$ cat src/rtl/dtec_map.vh
// Function
// - each counter is 16-bit up-counter, clock from its pin or internal source
// - counter 0 internal source is system clock divided by four
// - counter 1 internal source is a 32768Hz tick
// - low byte write only fills the holding buffer, preload unchanged
// - high byte write loads preload with high byte and buffered low byte
// - high byte read returns live high byte, latches live low byte into buffer
// - low byte read returns holding buffer, never the live low count
// - control bits 7:6 select mode: 01 event, 10 timer, 11 pulse width
// - event mode: edge select 0 counts rising, 1 counts falling edges
// - pulse width mode: edge select 0 measures low, 1 measures high pulse
// - counter-on bit 0 stops counting, 1 lets it count
// - event/timer count up; past FFFF reload preload and set request flag
// - pulse mode counts from chosen transition to return, then clears on bit
// - after one measurement result holds until software sets on bit again
// - pulse measurement starts on a transition, not on the present level
// - pulse mode overflow reloads, keeps measuring and sets request flag
// - event/timer modes never clear the on bit by hardware
// - every counter overflow is a wake-up event
// - interrupt enable 0 blocks the overflow request in every mode
// - stopped counter: preload update also loads the counter
// - running counter: preload update touches preload only
`ifndef DTEC_MAP_VH
`define DTEC_MAP_VH

// ======================================================
// register indices, byte address is four times index
`define DTEC_IDX_C0_HIGH 6'h0C
`define DTEC_IDX_C0_LOW 6'h0D
`define DTEC_IDX_C0_CTRL 6'h0E
`define DTEC_IDX_C1_HIGH 6'h0F
`define DTEC_IDX_C1_LOW 6'h10
`define DTEC_IDX_C1_CTRL 6'h11
`define DTEC_IDX_IRQ_EN 6'h12
`define DTEC_IDX_FLAGS 6'h13

// ======================================================
// control fields
`define DTEC_CTRL_EDGE 3
`define DTEC_CTRL_ON 4
`define DTEC_CTRL_MODE_LO 6
`define DTEC_CTRL_MODE_HI 7
`define DTEC_MODE_NONE 2'h0
`define DTEC_MODE_EVENT 2'h1
`define DTEC_MODE_TIMER 2'h2
`define DTEC_MODE_PULSE 2'h3
`define DTEC_CTRL_RESET 8'h08
`define DTEC_COUNT_MAX 16'hFFFF

// ======================================================
// timing
`define DTEC_SYS_HZ 28'h5F5E100
`define DTEC_SLOW_HZ 28'h0008000
`define DTEC_INSTR_DIV 28'h0000004

`endif

$ cat src/rtl/dtec_top.v
`timescale 1ns/100ps
`default_nettype none
`include "dtec_map.vh"

module dtec_top (
  input wire i_sys_clk,
  input wire i_rst_n,
  input wire i_wb_cyc,
  input wire i_wb_stb,
  input wire i_wb_we,
  input wire [7:0] i_wb_adr,
  input wire [3:0] i_wb_sel,
  input wire [31:0] i_wb_dat,
  output reg [31:0] o_wb_dat,
  output reg o_wb_ack,
  input wire i_counter0_input_pin,
  input wire i_counter1_input_pin,
  output reg o_counter0_irq,
  output reg o_counter1_irq,
  output reg o_wake
);

  // ======================================================
  // reset release
  reg rst_s1_q;
  reg rst_n_q;

  always @(posedge i_sys_clk or negedge i_rst_n) begin
    if (!i_rst_n) begin
      rst_s1_q <= 1'b0;
      rst_n_q <= 1'b0;
    end else begin
      rst_s1_q <= 1'b1;
      rst_n_q <= rst_s1_q;
    end
  end

  // ======================================================
  // internal time bases
  wire instr_tick;
  wire slow_tick;

  dtec_tick #(
    .STEP(28'h0000001),
    .MOD(`DTEC_INSTR_DIV)
  ) u_instr_tick (
    .i_sys_clk(i_sys_clk),
    .i_rst_n(rst_n_q),
    .o_tick(instr_tick)
  );

  dtec_tick #(
    .STEP(`DTEC_SLOW_HZ),
    .MOD(`DTEC_SYS_HZ)
  ) u_slow_tick (
    .i_sys_clk(i_sys_clk),
    .i_rst_n(rst_n_q),
    .o_tick(slow_tick)
  );

  // ======================================================
  // wishbone decode
  wire [5:0] idx = i_wb_adr[7:2];
  wire req = i_wb_cyc & i_wb_stb & ~o_wb_ack;
  // side effects act on the edge that raises ack, request is stable then
  wire wr = req & i_wb_we & i_wb_sel[0];
  wire rd = req & ~i_wb_we;
  wire [7:0] wdat = i_wb_dat[7:0];

  wire [1:0] wr_high;
  wire [1:0] wr_low;
  wire [1:0] wr_ctrl;
  wire [1:0] rd_high;
  wire wr_ien = wr & (idx == `DTEC_IDX_IRQ_EN);
  wire wr_flags = wr & (idx == `DTEC_IDX_FLAGS);

  assign wr_high[0] = wr & (idx == `DTEC_IDX_C0_HIGH);
  assign wr_high[1] = wr & (idx == `DTEC_IDX_C1_HIGH);
  assign wr_low[0] = wr & (idx == `DTEC_IDX_C0_LOW);
  assign wr_low[1] = wr & (idx == `DTEC_IDX_C1_LOW);
  assign wr_ctrl[0] = wr & (idx == `DTEC_IDX_C0_CTRL);
  assign wr_ctrl[1] = wr & (idx == `DTEC_IDX_C1_CTRL);
  assign rd_high[0] = rd & (idx == `DTEC_IDX_C0_HIGH);
  assign rd_high[1] = rd & (idx == `DTEC_IDX_C1_HIGH);

  // ======================================================
  // per-counter state exported flat for the read mux, request and wake outputs
  wire [1:0] pin_in = {i_counter1_input_pin, i_counter0_input_pin};
  wire [1:0] int_tick = {slow_tick, instr_tick};
  wire [31:0] cnt_v;
  wire [15:0] buf_v;
  wire [15:0] ctrl_v;
  wire [1:0] flag_v;
  wire [1:0] flag_d_v;
  wire [1:0] ovf_v;

  reg [1:0] ien_q;
  // reset value of the edge select, taken from the control reset word
  localparam [7:0] CTRL_RST = `DTEC_CTRL_RESET;

  genvar g;
  generate
    for (g = 0; g < 2; g = g + 1) begin : g_cnt
      reg [15:0] cnt_q;
      reg [15:0] pre_q;
      reg [7:0] buf_q;
      reg edge_q;
      reg on_q;
      reg [1:0] mode_q;
      reg meas_q;
      reg pin_prev_q;
      reg flag_q;

      wire pin = pin_in[g];
      wire rise = pin & ~pin_prev_q;
      wire fall = ~pin & pin_prev_q;
      wire m_event = (mode_q == `DTEC_MODE_EVENT);
      wire m_timer = (mode_q == `DTEC_MODE_TIMER);
      wire m_pulse = (mode_q == `DTEC_MODE_PULSE);
      // event edge: 0 rising, 1 falling
      wire ev_edge = edge_q ? fall : rise;
      // pulse: 1 measures high (starts rising), 0 measures low
      wire p_start = on_q & ~meas_q & (edge_q ? rise : fall);
      wire p_end = meas_q & (edge_q ? fall : rise);
      wire step = on_q & ((m_event & ev_edge) | (m_timer & int_tick[g]) |
                  (m_pulse & meas_q & int_tick[g]));
      wire wrap = step & (cnt_q == `DTEC_COUNT_MAX);
      wire [15:0] new_pre = {wdat, buf_q};
      wire flag_clr = wr_flags & wdat[g];
      wire flag_d = wrap | (flag_q & ~flag_clr);

      always @(posedge i_sys_clk or negedge rst_n_q) begin
        if (!rst_n_q) begin
          cnt_q <= 16'h0000;
          pre_q <= 16'h0000;
          buf_q <= 8'h00;
          edge_q <= CTRL_RST[`DTEC_CTRL_EDGE];
          on_q <= 1'b0;
          mode_q <= `DTEC_MODE_NONE;
          meas_q <= 1'b0;
          pin_prev_q <= 1'b0;
          flag_q <= 1'b0;
        end else begin
          pin_prev_q <= pin;
          flag_q <= flag_d;
          // counter
          if (wrap) begin
            cnt_q <= pre_q;
          end else if (step) begin
            cnt_q <= cnt_q + 16'h0001;
          end else if (wr_high[g] && !on_q) begin
            cnt_q <= new_pre;
          end
          // preload only; running counter picks it up at the next wrap
          if (wr_high[g]) begin
            pre_q <= new_pre;
          end
          if (wr_low[g]) begin
            buf_q <= wdat;
          end else if (rd_high[g]) begin
            buf_q <= cnt_q[7:0];
          end
          // control and pulse measurement sequencing
          if (wr_ctrl[g]) begin
            edge_q <= wdat[`DTEC_CTRL_EDGE];
            on_q <= wdat[`DTEC_CTRL_ON];
            mode_q <= wdat[`DTEC_CTRL_MODE_HI:`DTEC_CTRL_MODE_LO];
            meas_q <= 1'b0;
          end else if (m_pulse) begin
            if (p_start) begin
              meas_q <= 1'b1;
            end else if (p_end) begin
              meas_q <= 1'b0;
              on_q <= 1'b0;
            end
          end else begin
            meas_q <= 1'b0;
          end
        end
      end

      assign cnt_v[16*g +: 16] = cnt_q;
      assign buf_v[8*g +: 8] = buf_q;
      // bits 2:0 and 5 read as zero
      assign ctrl_v[8*g +: 8] = {mode_q, 1'b0, on_q, edge_q, 3'h0};
      assign flag_v[g] = flag_q;
      assign flag_d_v[g] = flag_d;
      // wake leaves with the request, both one edge after the wrap
      assign ovf_v[g] = wrap;
    end
  endgenerate

  // ======================================================
  // read mux, unmapped reads return zero
  reg [7:0] rdat;

  always @* begin
    case (idx)
      `DTEC_IDX_C0_HIGH: rdat = cnt_v[15:8];
      `DTEC_IDX_C0_LOW: rdat = buf_v[7:0];
      `DTEC_IDX_C0_CTRL: rdat = ctrl_v[7:0];
      `DTEC_IDX_C1_HIGH: rdat = cnt_v[31:24];
      `DTEC_IDX_C1_LOW: rdat = buf_v[15:8];
      `DTEC_IDX_C1_CTRL: rdat = ctrl_v[15:8];
      `DTEC_IDX_IRQ_EN: rdat = {6'h00, ien_q};
      `DTEC_IDX_FLAGS: rdat = {6'h00, flag_v};
      default: rdat = 8'h00;
    endcase
  end

  // ======================================================
  // bus answer, enables and request outputs
  // next enable so a write to it moves the request on the same edge
  wire [1:0] ien_d = wr_ien ? wdat[1:0] : ien_q;

  always @(posedge i_sys_clk or negedge rst_n_q) begin
    if (!rst_n_q) begin
      o_wb_ack <= 1'b0;
      o_wb_dat <= 32'h00000000;
      ien_q <= 2'h0;
      o_counter0_irq <= 1'b0;
      o_counter1_irq <= 1'b0;
      o_wake <= 1'b0;
    end else begin
      o_wb_ack <= req;
      if (rd) begin
        o_wb_dat <= {24'h000000, rdat};
      end
      ien_q <= ien_d;
      o_counter0_irq <= flag_d_v[0] & ien_d[0];
      o_counter1_irq <= flag_d_v[1] & ien_d[1];
      o_wake <= |ovf_v;
    end
  end

endmodule

`default_nettype wire

$ cat src/rtl/dtec_tick.v
`timescale 1ns/100ps
`default_nettype none

// ======================================================
// fractional tick: one pulse per MOD/STEP clocks on average
module dtec_tick #(
  parameter [27:0] STEP = 28'h0000001,
  parameter [27:0] MOD = 28'h0000004
) (
  input wire i_sys_clk,
  input wire i_rst_n,
  output reg o_tick
);

  reg [27:0] acc_q;
  wire [28:0] sum = {1'b0, acc_q} + {1'b0, STEP};
  wire wrap = (sum >= {1'b0, MOD});

  // phase accumulator keeps long-term rate exact, jitter is one clock
  always @(posedge i_sys_clk or negedge i_rst_n) begin
    if (!i_rst_n) begin
      acc_q <= 28'h0000000;
      o_tick <= 1'b0;
    end else begin
      o_tick <= wrap;
      if (wrap) begin
        acc_q <= sum[27:0] - MOD;
      end else begin
        acc_q <= sum[27:0];
      end
    end
  end

endmodule

`default_nettype wire

$ cat config.mk
export PLATFORM = sky130hd
export DESIGN_NAME = dtec_top
export DESIGN_NICKNAME = d
export VERILOG_FILES = /design/src/rtl/dtec_top.v /design/src/rtl/dtec_tick.v
export VERILOG_INCLUDE_DIRS = /design/src /design/src/rtl
export SDC_FILE = /design/constraint.sdc
export NUM_CORES = 1
export LEC_CHECK = 0
export BUFFER_PORTS_ARGS = -buffer_cell sky130_fd_sc_hd__buf_2
export CAP_MARGIN = 20
export CORE_MARGIN = 1
export CORE_UTILIZATION = 40
export CTS_CLUSTER_DIAMETER = 150
export DETAILED_ROUTE_END_ITERATION = 8
export PLACE_DENSITY = 0.61
export SYNTH_ARGS = -nofsm -noshare
export SYNTH_HDL_FRONTEND = slang
export SYNTH_HIERARCHICAL = 1
export SYNTH_SLANG_ARGS = --single-unit
$ cat constraint.sdc
create_clock -name i_sys_clk -period 5.48 [get_ports i_sys_clk]
set_input_delay 0.548 -clock i_sys_clk [delete_from_list [all_inputs] [get_ports i_sys_clk]]
set_output_delay 0.548 -clock i_sys_clk [all_outputs]
set_load 0.05 [all_outputs]
==> flow_summary.json, run 1 <==
{
  "synth.top_cell.area_share_pct": 39.0,
  "nets": 1115,
  "slew_headroom_pct": 47.3,
  "die_area_mm2": 0.0260,
  "cts_sinks": 160,
  "yosysWarnings": 6,
  "core_area_mm2": 0.0246,
  "place_area_mm2": 0.0104,
  "ys_types": 103,
  "ir_drop_mv": 0.181,
  "ant_nets": 0,
  "drive_above_1_share_pct": 13.6,
  "crit_chain": "nand3_1 > nor4_4 > mux2_2 > nor4_1 > a2bb2oi_2 > nand4_2 > nor3b_1 > a31oi_1 > xnor2_1",
  "gp_congestion": 0.832,
  "async_reset_ff_share_pct": 100,
  "ys_ff_latch": 160,
  "hold_viol": 0,
  "rsz0062_at_grt": "no",
  "max_freq_mhz": 268,
  "fin_crit_sh_pct": 68.1,
  "worst_pin_slew_ps": 785,
  "r2r-end": "u_instr_tick/acc_q[9]$_DFF_PN0_",
  "synth_edf_count": 0,
  "portBuffers": 33,
  "clkTransAtPathRegs_ps": 70,
  "cp_slowest_cell": "dfrtp_1",
  "final_core_util_pct": 44.8,
  "grt_pass1_wl_um": 40800,
  "vias": 8029,
  "drt_iter0_markers": 767,
  "fin_skew_ps": 19.4,
  "slew_viol_final": 0,
  "cts_hold_buf": 1,
  "critPathKind": "flip-flop to flip-flop",
  "synthFlopType": "dfrtp_1",
  "synth.largest_area_cell": "dfrtp_1",
  "p_leak_nw": 4.84,
  "fp-row-count": 57,
  "grtUsageTotal_pct": 19.6,
  "yosysSeqAreaShare_pct": 39.5,
  "viasPerCell": 5.77,
  "cpPeakStageDelay_ps": 530,
  "diodes": 0,
  "die_w_um": 161,
  "r2r-start": "u_instr_tick/acc_q[5]$_DFF_PN0_",
  "cts-root-buf": "clkbuf_16",
  "grt_max_degree": 83,
  "gr-usage-met3_pct": 2.75,
  "powerDensity_mw_per_mm2": 252,
  "crit_path_start_kind": "flip-flop",
  "required_ps": 5830,
  "status": "finished, final reports clean",
  "drc": 0,
  "cts_setup_buffers": 0,
  "crit_path_end_kind": "flip-flop",
  "path_max_fanout": 12,
  "r2r_slack_ps": 1750,
  "syn_area_mm2": 0.0101,
  "dr.pass1.iters": 5,
  "antenna_found_initial": 0,
  "fin_setup_tns_ps": 0,
  "syn_area_per_cell_um2": 9.64,
  "met2_usage_pct": 29.7,
  "avgRoutedWirePerCell_um": 17.6,
  "io_pins": 87,
  "grt_pass1_vias": 7570,
  "setup_viol": 0,
  "ff2ff_path_depth": 9,
  "wl_um": 24500,
  "grt_use_met1_pct": 29.3,
  "crit_buf_inv": 0,
  "clk_latency_ps": 440,
  "syn_to_final_growth_pct": 8.73,
  "initial_core_util_pct": 41.2,
  "cp_top_family": "simple AND/OR/NAND/NOR gates",
  "syn_inst": 1051,
  "dp_hpwl_um": 17000,
  "synth_area_leaders": "dfrtp_1 (39%), xnor2_1 (5.0%), nand2_1 (4.1%)",
  "die_h_um": 161,
  "numCtsBuffers": 17,
  "cts_tree": "built",
  "cp.arrival_ps": 4090,
  "grt-ovfl-total": 0,
  "cts-resized-gates": 0,
  "synth_most_common_cell": "dfrtp_1",
  "synth_common_cells": "dfrtp_1 (158), nand2_1 (111), xnor2_1 (58), nor2_1 (51), o21ai_0 (44)",
  "cts_buffer_depth": 2,
  "min_path_type": "flip-flop to async pin",
  "h-tree-depth": 4,
  "grt_busiest_layer": "met2",
  "final_area_mm2": 0.0110,
  "drv_cap": 0,
  "period_minus_slack_ps": 3730
}
-- sequential cells by signal, summed over array words and instances (netlist names), 2 cells and up --
name                cells
g_cnt.buf_q            16
g_cnt.cnt_q            32
g_cnt.edge_q            2
g_cnt.flag_q            2
g_cnt.meas_q            2
g_cnt.mode_q            4
g_cnt.on_q              2
g_cnt.pin_prev_q        2
g_cnt.pre_q            32
ien_q                   2
o_wb_dat                8
u_instr_tick/acc_q     28
u_slow_tick/acc_q      20
-- power by group --
| part | switching, W | leakage [nW] | total, W | internal [W] |
|---|---|---|---|---|
| registers | 0.0000680 | 2.11 | 0.00130 | 0.00123 |
| logic | 0.000180 | 2.44 | 0.000263 | 0.0000834 |
| clock network | 0.000524 | 0.291 | 0.00122 | 0.000692 |
-- layout make-up --
cell class	count	area [um2]
repair buffers	44	270
clock buffers	18	439
well taps	324	405
fillers	2402	13600
inverters	24	90.1
flip-flops and latches	160	4010
clock inverters	14	156
multi-input cells	808	5650
-- layout by cell type (no fill, tap or decap), types with 12 or more instances in the layout --
cell type,Yosys,layout
a211oi_1,12,12
a21oi_1,23,23
a22o_1,12,12
a22oi_1,14,14
a31oi_1,19,19
and3_1,21,21
buf_2,26,33
clkbuf_16,0,17
conb_1,2,25
dfrtp_1,158,157
inv_1,24,24
mux2_1,18,18
mux2_2,24,24
mux2i_1,41,41
nand2_1,111,111
nand3_1,43,43
nand4_1,26,26
nor2_1,51,51
nor3_1,25,25
o21ai_0,44,44
o21ai_1,20,20
xnor2_1,58,58
xor2_1,26,26
-- how the worst max path moves through the flow --
stage / endpoint / cells after the start / start
finish: u_instr_tick/acc_q[9]$_DFF_PN0_ / 9 / u_instr_tick/acc_q[5]$_DFF_PN0_
global route: u_instr_tick/acc_q[9]$_DFF_PN0_ / 9 / u_instr_tick/acc_q[5]$_DFF_PN0_
CTS: u_instr_tick/acc_q[9]$_DFF_PN0_ / 9 / u_instr_tick/acc_q[5]$_DFF_PN0_
detailed placement: u_instr_tick/acc_q[9]$_DFF_PN0_ / 9 / u_instr_tick/acc_q[5]$_DFF_PN0_
global placement: u_instr_tick/acc_q[9]$_DFF_PN0_ / 9 / u_instr_tick/acc_q[5]$_DFF_PN0_
floorplan: g_cnt[0].buf_q[0]$_DFFE_PN0P_ / 0 / rst_n_q$_DFF_PN0_
-- cells by family after synthesis --
group / after synthesis / share of synthesized area, %
and+or+nand+nor: 369 / 20.6
AOI/OAI and AO/OA: 236 / 16.4
DFF: 160 / 39.5
buffers and inverters: 106 / 5.78
muxes: 85 / 9.16
xor gates and xnor gates: 84 / 7.26
adders and majority gates: 9 / 1.11
other: 2 / 0.0741
-- stage by stage --
| stage | power, W | worst slack (ps) | hold slack (ps) | instances |
|---|---|---|---|---|
| 4_1_cts | 0.00281 | 1810 | 249 | 1391 |
| 3_3_place_gp | 0.00158 | 1830 | 333 | 1358 |
| 2_1_floorplan | 0.00151 | 695 | 252 | 1074 |
| 5_1_grt | 0.00289 | 1420 | 254 | 1392 |
| 6_report | 0.00278 | 1750 | 258 | 1392 |
| 3_5_place_dp | 0.00158 | 1830 | 336 | 1358 |
-- worst register-to-register path: stages, from the launching register on --
cell and delay [ps]:
dfrtp_1 530, nand3_1 310, nor4_4 530, mux2_2 430, nor4_1 350, a2bb2oi_2 390
nand4_2 450, nor3b_1 310, a31oi_1 230, xnor2_1 130
-- layer usage --
layer  vias to the layer above  share of wire, %
li1                       3827                 -
met1                      3977                50
met2                       201                45
met3                        24               4.0
met4                         0               1.1
met5                         -                 0
Power figures use the tool's default switching activity.
==> run 2: changes to the inputs <==
Clock period 5.48 ns to 3.9 ns, I/O delays scaled along.
==> run 2 against run 1 <==
Compared with the run above: flip-flop and latch count is the same; register-to-register slack lost 1200 ps; critical path depth grew 1; sequential power grew 41%; critical path type unchanged; highest routed layer is now met5; largest power group unchanged; cell count grew 0.43%; cell area grew 0.14%.
==> flow_summary.json, run 2 (synthesis gave the netlist of run 1 again) <==
{
  "seq_area_mm2": 0.00401,
  "max_freq_mhz": 297,
  "slew_viol_final": 0,
  "worst_pin_slew_ps": 792,
  "cp_top_family": "simple AND/OR/NAND/NOR gates",
  "viasPerCell": 5.76,
  "cts_sinks": 160,
  "place_area_mm2": 0.0105,
  "cts-root-buf": "clkbuf_16",
  "numCtsBuffers": 17,
  "multi_input_area_mm2": 0.00565,
  "slew_headroom_pct": 46.9,
  "drv_cap": 0,
  "powerDensity_mw_per_mm2": 348,
  "drc": 0,
  "fin_setup_tns_ps": 0,
  "period_minus_slack_ps": 3370,
  "die_h_um": 161,
  "diodes": 0,
  "hold_path_startpoint": "i_counter1_input_pin",
  "ant_nets": 0,
  "avgRoutedWirePerCell_um": 17.8,
  "drive_above_1_share_pct": 14.0,
  "drt_iter0_markers": 626,
  "setup_viol": 0,
  "fin_hold_ws_ps": 92.2,
  "io_pins": 87,
  "cts_tree": "built",
  "crit_path_end_kind": "flip-flop",
  "path_max_fanout": 11,
  "p_leak_nw": 4.85,
  "cp-startpoint": "u_instr_tick/acc_q[0]$_DFF_PN0_",
  "fp-row-count": 57,
  "cp_slowest_cell": "and4_1",
  "die_w_um": 161,
  "h-tree-depth": 4,
  "dr.pass1.iters": 5,
  "fillers": 2377,
  "status": "finished, final reports clean",
  "portBuffers": 33,
  "dp_hpwl_um": 17200,
  "grt_pass1_wl_um": 40900,
  "min_path_type": "input port to flip-flop",
  "required_ps": 4250,
  "layout_commonest_cell": "dfrtp_1",
  "initial_core_util_pct": 41.2,
  "fin_skew_ps": 13.6,
  "crit_path_start_kind": "flip-flop",
  "grtUsageTotal_pct": 19.7,
  "hold_viol": 0,
  "r2r-start": "u_instr_tick/acc_q[0]$_DFF_PN0_",
  "die_area_mm2": 0.0260,
  "reg_top3": "g_cnt.cnt_q (32), g_cnt.pre_q (32), u_instr_tick/acc_q (28)",
  "syn_to_final_growth_pct": 8.88,
  "wl_um": 24900,
  "ir_drop_mv": 0.262,
  "core_area_mm2": 0.0246,
  "nets": 1121,
  "rsz0062_at_grt": "no",
  "cp.arrival_ps": 3720,
  "grt-ovfl-total": 0,
  "crit_chain": "ha_1 > and4_1 > nand2_1 > nor4_1 > a2bb2oi_2 > buf_4 > and3_1 > a21oi_2 > a32oi_1 > xnor2_1",
  "final_cell_mix": "dfrtp_1 (157), nand2_1 (111), xnor2_1 (58), nor2_1 (51), o21ai_0 (44)",
  "critPathKind": "flip-flop to flip-flop",
  "crit_buf_inv": 1,
  "fin_crit_sh_pct": 86.4,
  "cts_buffer_depth": 2,
  "antenna_found_initial": 1,
  "cpPeakStageDelay_ps": 480,
  "grt_pass1_vias": 7745,
  "clkTransAtPathRegs_ps": 70,
  "gp_congestion": 0.799,
  "clk_latency_ps": 440,
  "grt_max_degree": 111,
  "final_area_mm2": 0.0110,
  "vias": 8053
}
## run 2: cell count changes in the layout (fill, tap and decap cells not counted), sizes merged
cell      delta
buf          +6
inv          +3
bufinv       -2
clkinv       -2
clkinvlp     +1
## run 2: final timing paths
kind | depth (start not counted) | endpoint | slack [ps]
max reg2reg | 10 | u_instr_tick/acc_q[6]$_DFF_PN0_ | 530
min reg2reg | 0 | rst_n_q$_DFF_PN0_ | 350
max | 10 | u_instr_tick/acc_q[6]$_DFF_PN0_ | 530
min in group asynchronous | 2 | rst_n_q$_DFF_PN0_ | 260
max in group asynchronous | 1 | u_instr_tick/acc_q[5]$_DFF_PN0_ | 2460
min | 1 | g_cnt[1].pin_prev_q$_DFF_PN0_ | 90
## run 2: through the flow
| stage | util, % | setup slack, ps | std cells | power (W) |
|---|---|---|---|---|
| floorplan | - | 1040 | 1074 | 0.00213 |
| global placement | 42.5 | 644 | 1365 | 0.00222 |
| detailed placement | 42.5 | 587 | 1365 | 0.00222 |
| CTS | 44.8 | 581 | 1398 | 0.00388 |
| global route | 44.8 | 260 | 1398 | 0.00399 |
| finish | 44.8 | 531 | 1398 | 0.00384 |
## run 2: repair_timing
action | CTS | global route
endpoints found under the hold margin | 2 | 0
resized for setup | 0 | 0
setup endpoints to repair | 0 | 0
buffers inserted | 0 | 0
hold buffers | 1 | 0
## run 2: power breakdown
| group | internal, W | leakage [nW] | switching, W |
|---|---|---|---|
| registers | 0.00173 | 2.11 | 0.000102 |
| logic | 0.000115 | 2.47 | 0.000246 |
| clock network | 0.000852 | 0.271 | 0.000791 |
| total | 0.00270 | 4.85 | 0.00114 |
## run 2: area by class of cell
| cell class | count | share of cell area [%] |
|---|---|---|
| Multi-Input combinational cell | 808 | 51.2 |
| Sequential cell | 160 | 36.3 |
| Clock buffer | 18 | 3.89 |
| Tap cell | 324 | 3.67 |
| Timing Repair Buffer | 50 | 2.79 |
| Clock inverter | 14 | 1.30 |
| Inverter | 24 | 0.817 |
## run 2: routing by layer
metal | global-route usage (%) | share of wire [%] | up-vias | wire length, um
li1 | - | - | 3821 | -
met1 | 26.1 | 45 | 3943 | 11100
met2 | 32.2 | 48 | 243 | 11900
met3 | 3.62 | 4.8 | 44 | 1190
met4 | 7.20 | 2.6 | 2 | 634
met5 | 0 | 0.068 | - | 17
==> run 3: changes to the inputs <==
==> constraint.sdc (replaced) <==
create_clock -name i_sys_clk -period 3.9 [get_ports i_sys_clk]
set_input_delay 0.585 -clock i_sys_clk [delete_from_list [all_inputs] [get_ports i_sys_clk]]
set_output_delay 0.585 -clock i_sys_clk [all_outputs]
set_load 0.05 [all_outputs]
==> run 3 against run 2 <==
Compared with the run above: clock-buffer cell count unchanged; cell area hardly changed; total power up 2.5%; maximum frequency shrank 0.98%; flip-flop and latch count is the same; wire length down 0.23%; via count increased by 0.56%.
==> flow_summary.json, run 3 (synthesis gave the netlist of run 1 again) <==
{
  "dr.pass1.iters": 6,
  "slew_viol_final": 0,
  "die_area_mm2": 0.0260,
  "hold_viol": 0,
  "avgRoutedWirePerCell_um": 17.8,
  "slew_headroom_pct": 44.8,
  "grt_pass1_wl_um": 41300,
  "cts_buffer_depth": 2,
  "fin_setup_tns_ps": 0,
  "final_core_util_pct": 44.9,
  "io_pins": 87,
  "drt_iter0_markers": 697,
  "syn_to_final_growth_pct": 8.93,
  "layout_commonest_cell": "dfrtp_1",
  "grt_use_met1_pct": 26.6,
  "vias": 8098,
  "portBuffers": 33,
  "cts-root-buf": "clkbuf_16",
  "cell_internal_pwr_w": 0.00281,
  "rsz0062_at_grt": "no",
  "pwr-share-clk_pct": 44.2,
  "diodes": 0,
  "p_sw_w": 0.00112,
  "final_cell_mix": "dfrtp_1 (157), nand2_1 (111), xnor2_1 (58), nor2_1 (51), o21ai_0 (44)",
  "wl_um": 24800,
  "die_h_um": 161,
  "cp.arrival_ps": 3760,
  "met2_usage_pct": 32.0,
  "grt_max_degree": 111,
  "period_minus_slack_ps": 3400,
  "grt_pass1_vias": 7730,
  "crit_chain": "ha_1 > and4_1 > nand2_1 > nor4_1 > a2bb2oi_2 > buf_4 > and3_1 > a21oi_1 > a32oi_1 > xnor2_1",
  "die_w_um": 161,
  "core_area_mm2": 0.0246,
  "min_path_type": "input port to flip-flop",
  "gp_congestion": 0.814,
  "viasPerCell": 5.81,
  "h-tree-depth": 4,
  "path_max_fanout": 11,
  "cts_tree": "built",
  "fp-row-count": 57,
  "cpPeakStageDelay_ps": 500,
  "critPathKind": "flip-flop to flip-flop",
  "required_ps": 4260,
  "cts_sinks": 160,
  "cp_slowest_cell": "and4_1",
  "dp_hpwl_um": 17100,
  "grtUsageTotal_pct": 19.8,
  "setup_viol": 0,
  "clk_latency_ps": 440,
  "ir_drop_mv": 0.296,
  "crit_path_end_kind": "flip-flop",
  "dpl_worst_slack_ps": 565,
  "grt_busiest_layer": "met2",
  "ant_nets": 0,
  "powerDensity_mw_per_mm2": 356,
  "place_area_mm2": 0.0104,
  "antenna_found_initial": 1,
  "p_leak_nw": 4.85,
  "drive_above_1_share_pct": 13.7,
  "clkTransAtPathRegs_ps": 80,
  "fillers": 2388,
  "status": "finished, final reports clean",
  "initial_core_util_pct": 41.2,
  "numCtsBuffers": 17,
  "crit_path_start_kind": "flip-flop",
  "switching_share_pct": 28.4,
  "nets": 1118,
  "drc": 0,
  "pwr-share-comb_pct": 9.2,
  "drv_cap": 0,
  "cp_top_family": "simple AND/OR/NAND/NOR gates",
  "final_area_mm2": 0.0110,
  "seq_power_share_pct": 46.6,
  "crit_buf_inv": 1,
  "gr-usage-met3_pct": 3.29,
  "fin_hold_ws_ps": 290,
  "fin_skew_ps": 14.0,
  "fin_crit_sh_pct": 87.2,
  "max_freq_mhz": 294,
  "setup_ws_ps": 498,
  "worst_pin_slew_ps": 822,
  "grt-ovfl-total": 0,
  "reg_top3": "g_cnt.cnt_q (32), g_cnt.pre_q (32), u_instr_tick/acc_q (28)"
}
run 3: cell count changes in the layout (fill, tap and decap cells not counted), sizes merged:
cell | previous run | this run
clkinv | 3 | 1
buf | 49 | 46
bufinv | 0 | 2
run 3: metrics by stage:
stage / power (W) / cells
2_1_floorplan: 0.00213 / 1074
3_3_place_gp: 0.00222 / 1362
3_5_place_dp: 0.00223 / 1362
4_1_cts: 0.00397 / 1395
5_1_grt: 0.00408 / 1395
6_report: 0.00393 / 1395
run 3: timing repair:
item / in CTS / in global routing
buffers inserted: 0 / 0
gates resized for setup: 0 / 0
hold endpoints to repair: 2 / 0
hold buffers: 1 / 0
run 3: layer usage:
| metal | vias up | wire (um) | share of wire (%) |
|---|---|---|---|
| li1 | 3818 | - | - |
| met1 | 4034 | 11300 | 46 |
| met2 | 199 | 11800 | 48 |
| met3 | 45 | 975 | 3.9 |
| met4 | 2 | 616 | 2.5 |
| met5 | - | 11 | 0.044 |
run 3: worst register-to-register path: cells and delay by family (launching register included):
kind	cells	cell delay, ps
AND/OR/NAND/NOR	4	1520
adder cells (fa/ha/maj)	1	410
buffers and inverters	1	170
XOR/XNOR	1	140
AO/OA/AOI/OAI	3	650
flip-flops	1	430
run 3: power by group through the flow:
stage          combinational [W]  sequential (W)  clock (W)
2_1_floorplan           0.000228         0.00190          0
3_3_place_gp            0.000356         0.00186          0
3_5_place_dp            0.000361         0.00186          0
4_1_cts                 0.000364         0.00183    0.00177
5_1_grt                 0.000396         0.00185    0.00184
6_report                0.000362         0.00183    0.00174
run 3: final timing paths:
| path | startpoint | end | slack, ps | depth (start not counted) |
|---|---|---|---|---|
| setup / recovery | u_instr_tick/acc_q[0]$_DFF_PN0_ | u_instr_tick/acc_q[18]$_DFF_PN0_ | 500 | 10 |
| hold / removal | i_counter1_input_pin | g_cnt[1].pin_prev_q$_DFF_PN0_ | 290 | 1 |
| setup reg to reg | u_instr_tick/acc_q[0]$_DFF_PN0_ | u_instr_tick/acc_q[18]$_DFF_PN0_ | 500 | 10 |
| hold reg to reg | rst_s1_q$_DFF_PN0_ | rst_n_q$_DFF_PN0_ | 350 | 0 |
| max in group asynchronous | rst_n_q$_DFF_PN0_ | g_cnt[1].buf_q[4]$_DFFE_PN0P_ | 2450 | 1 |
| min in group asynchronous | rst_n_q$_DFF_PN0_ | g_cnt[0].pre_q[5]$_DFFE_PN0P_ | 370 | 0 |
run 3: cell type report:
class / instances / area [um2] / area share [%]
Clock inverter: 14 / 171 / 1.55
Sequential cell: 160 / 4010 / 36.3
Clock buffer: 18 / 429 / 3.89
Inverter: 24 / 90.1 / 0.816
Tap cell: 324 / 405 / 3.67
Multi-Input combinational cell: 808 / 5650 / 51.2
Timing Repair Buffer: 47 / 285 / 2.58
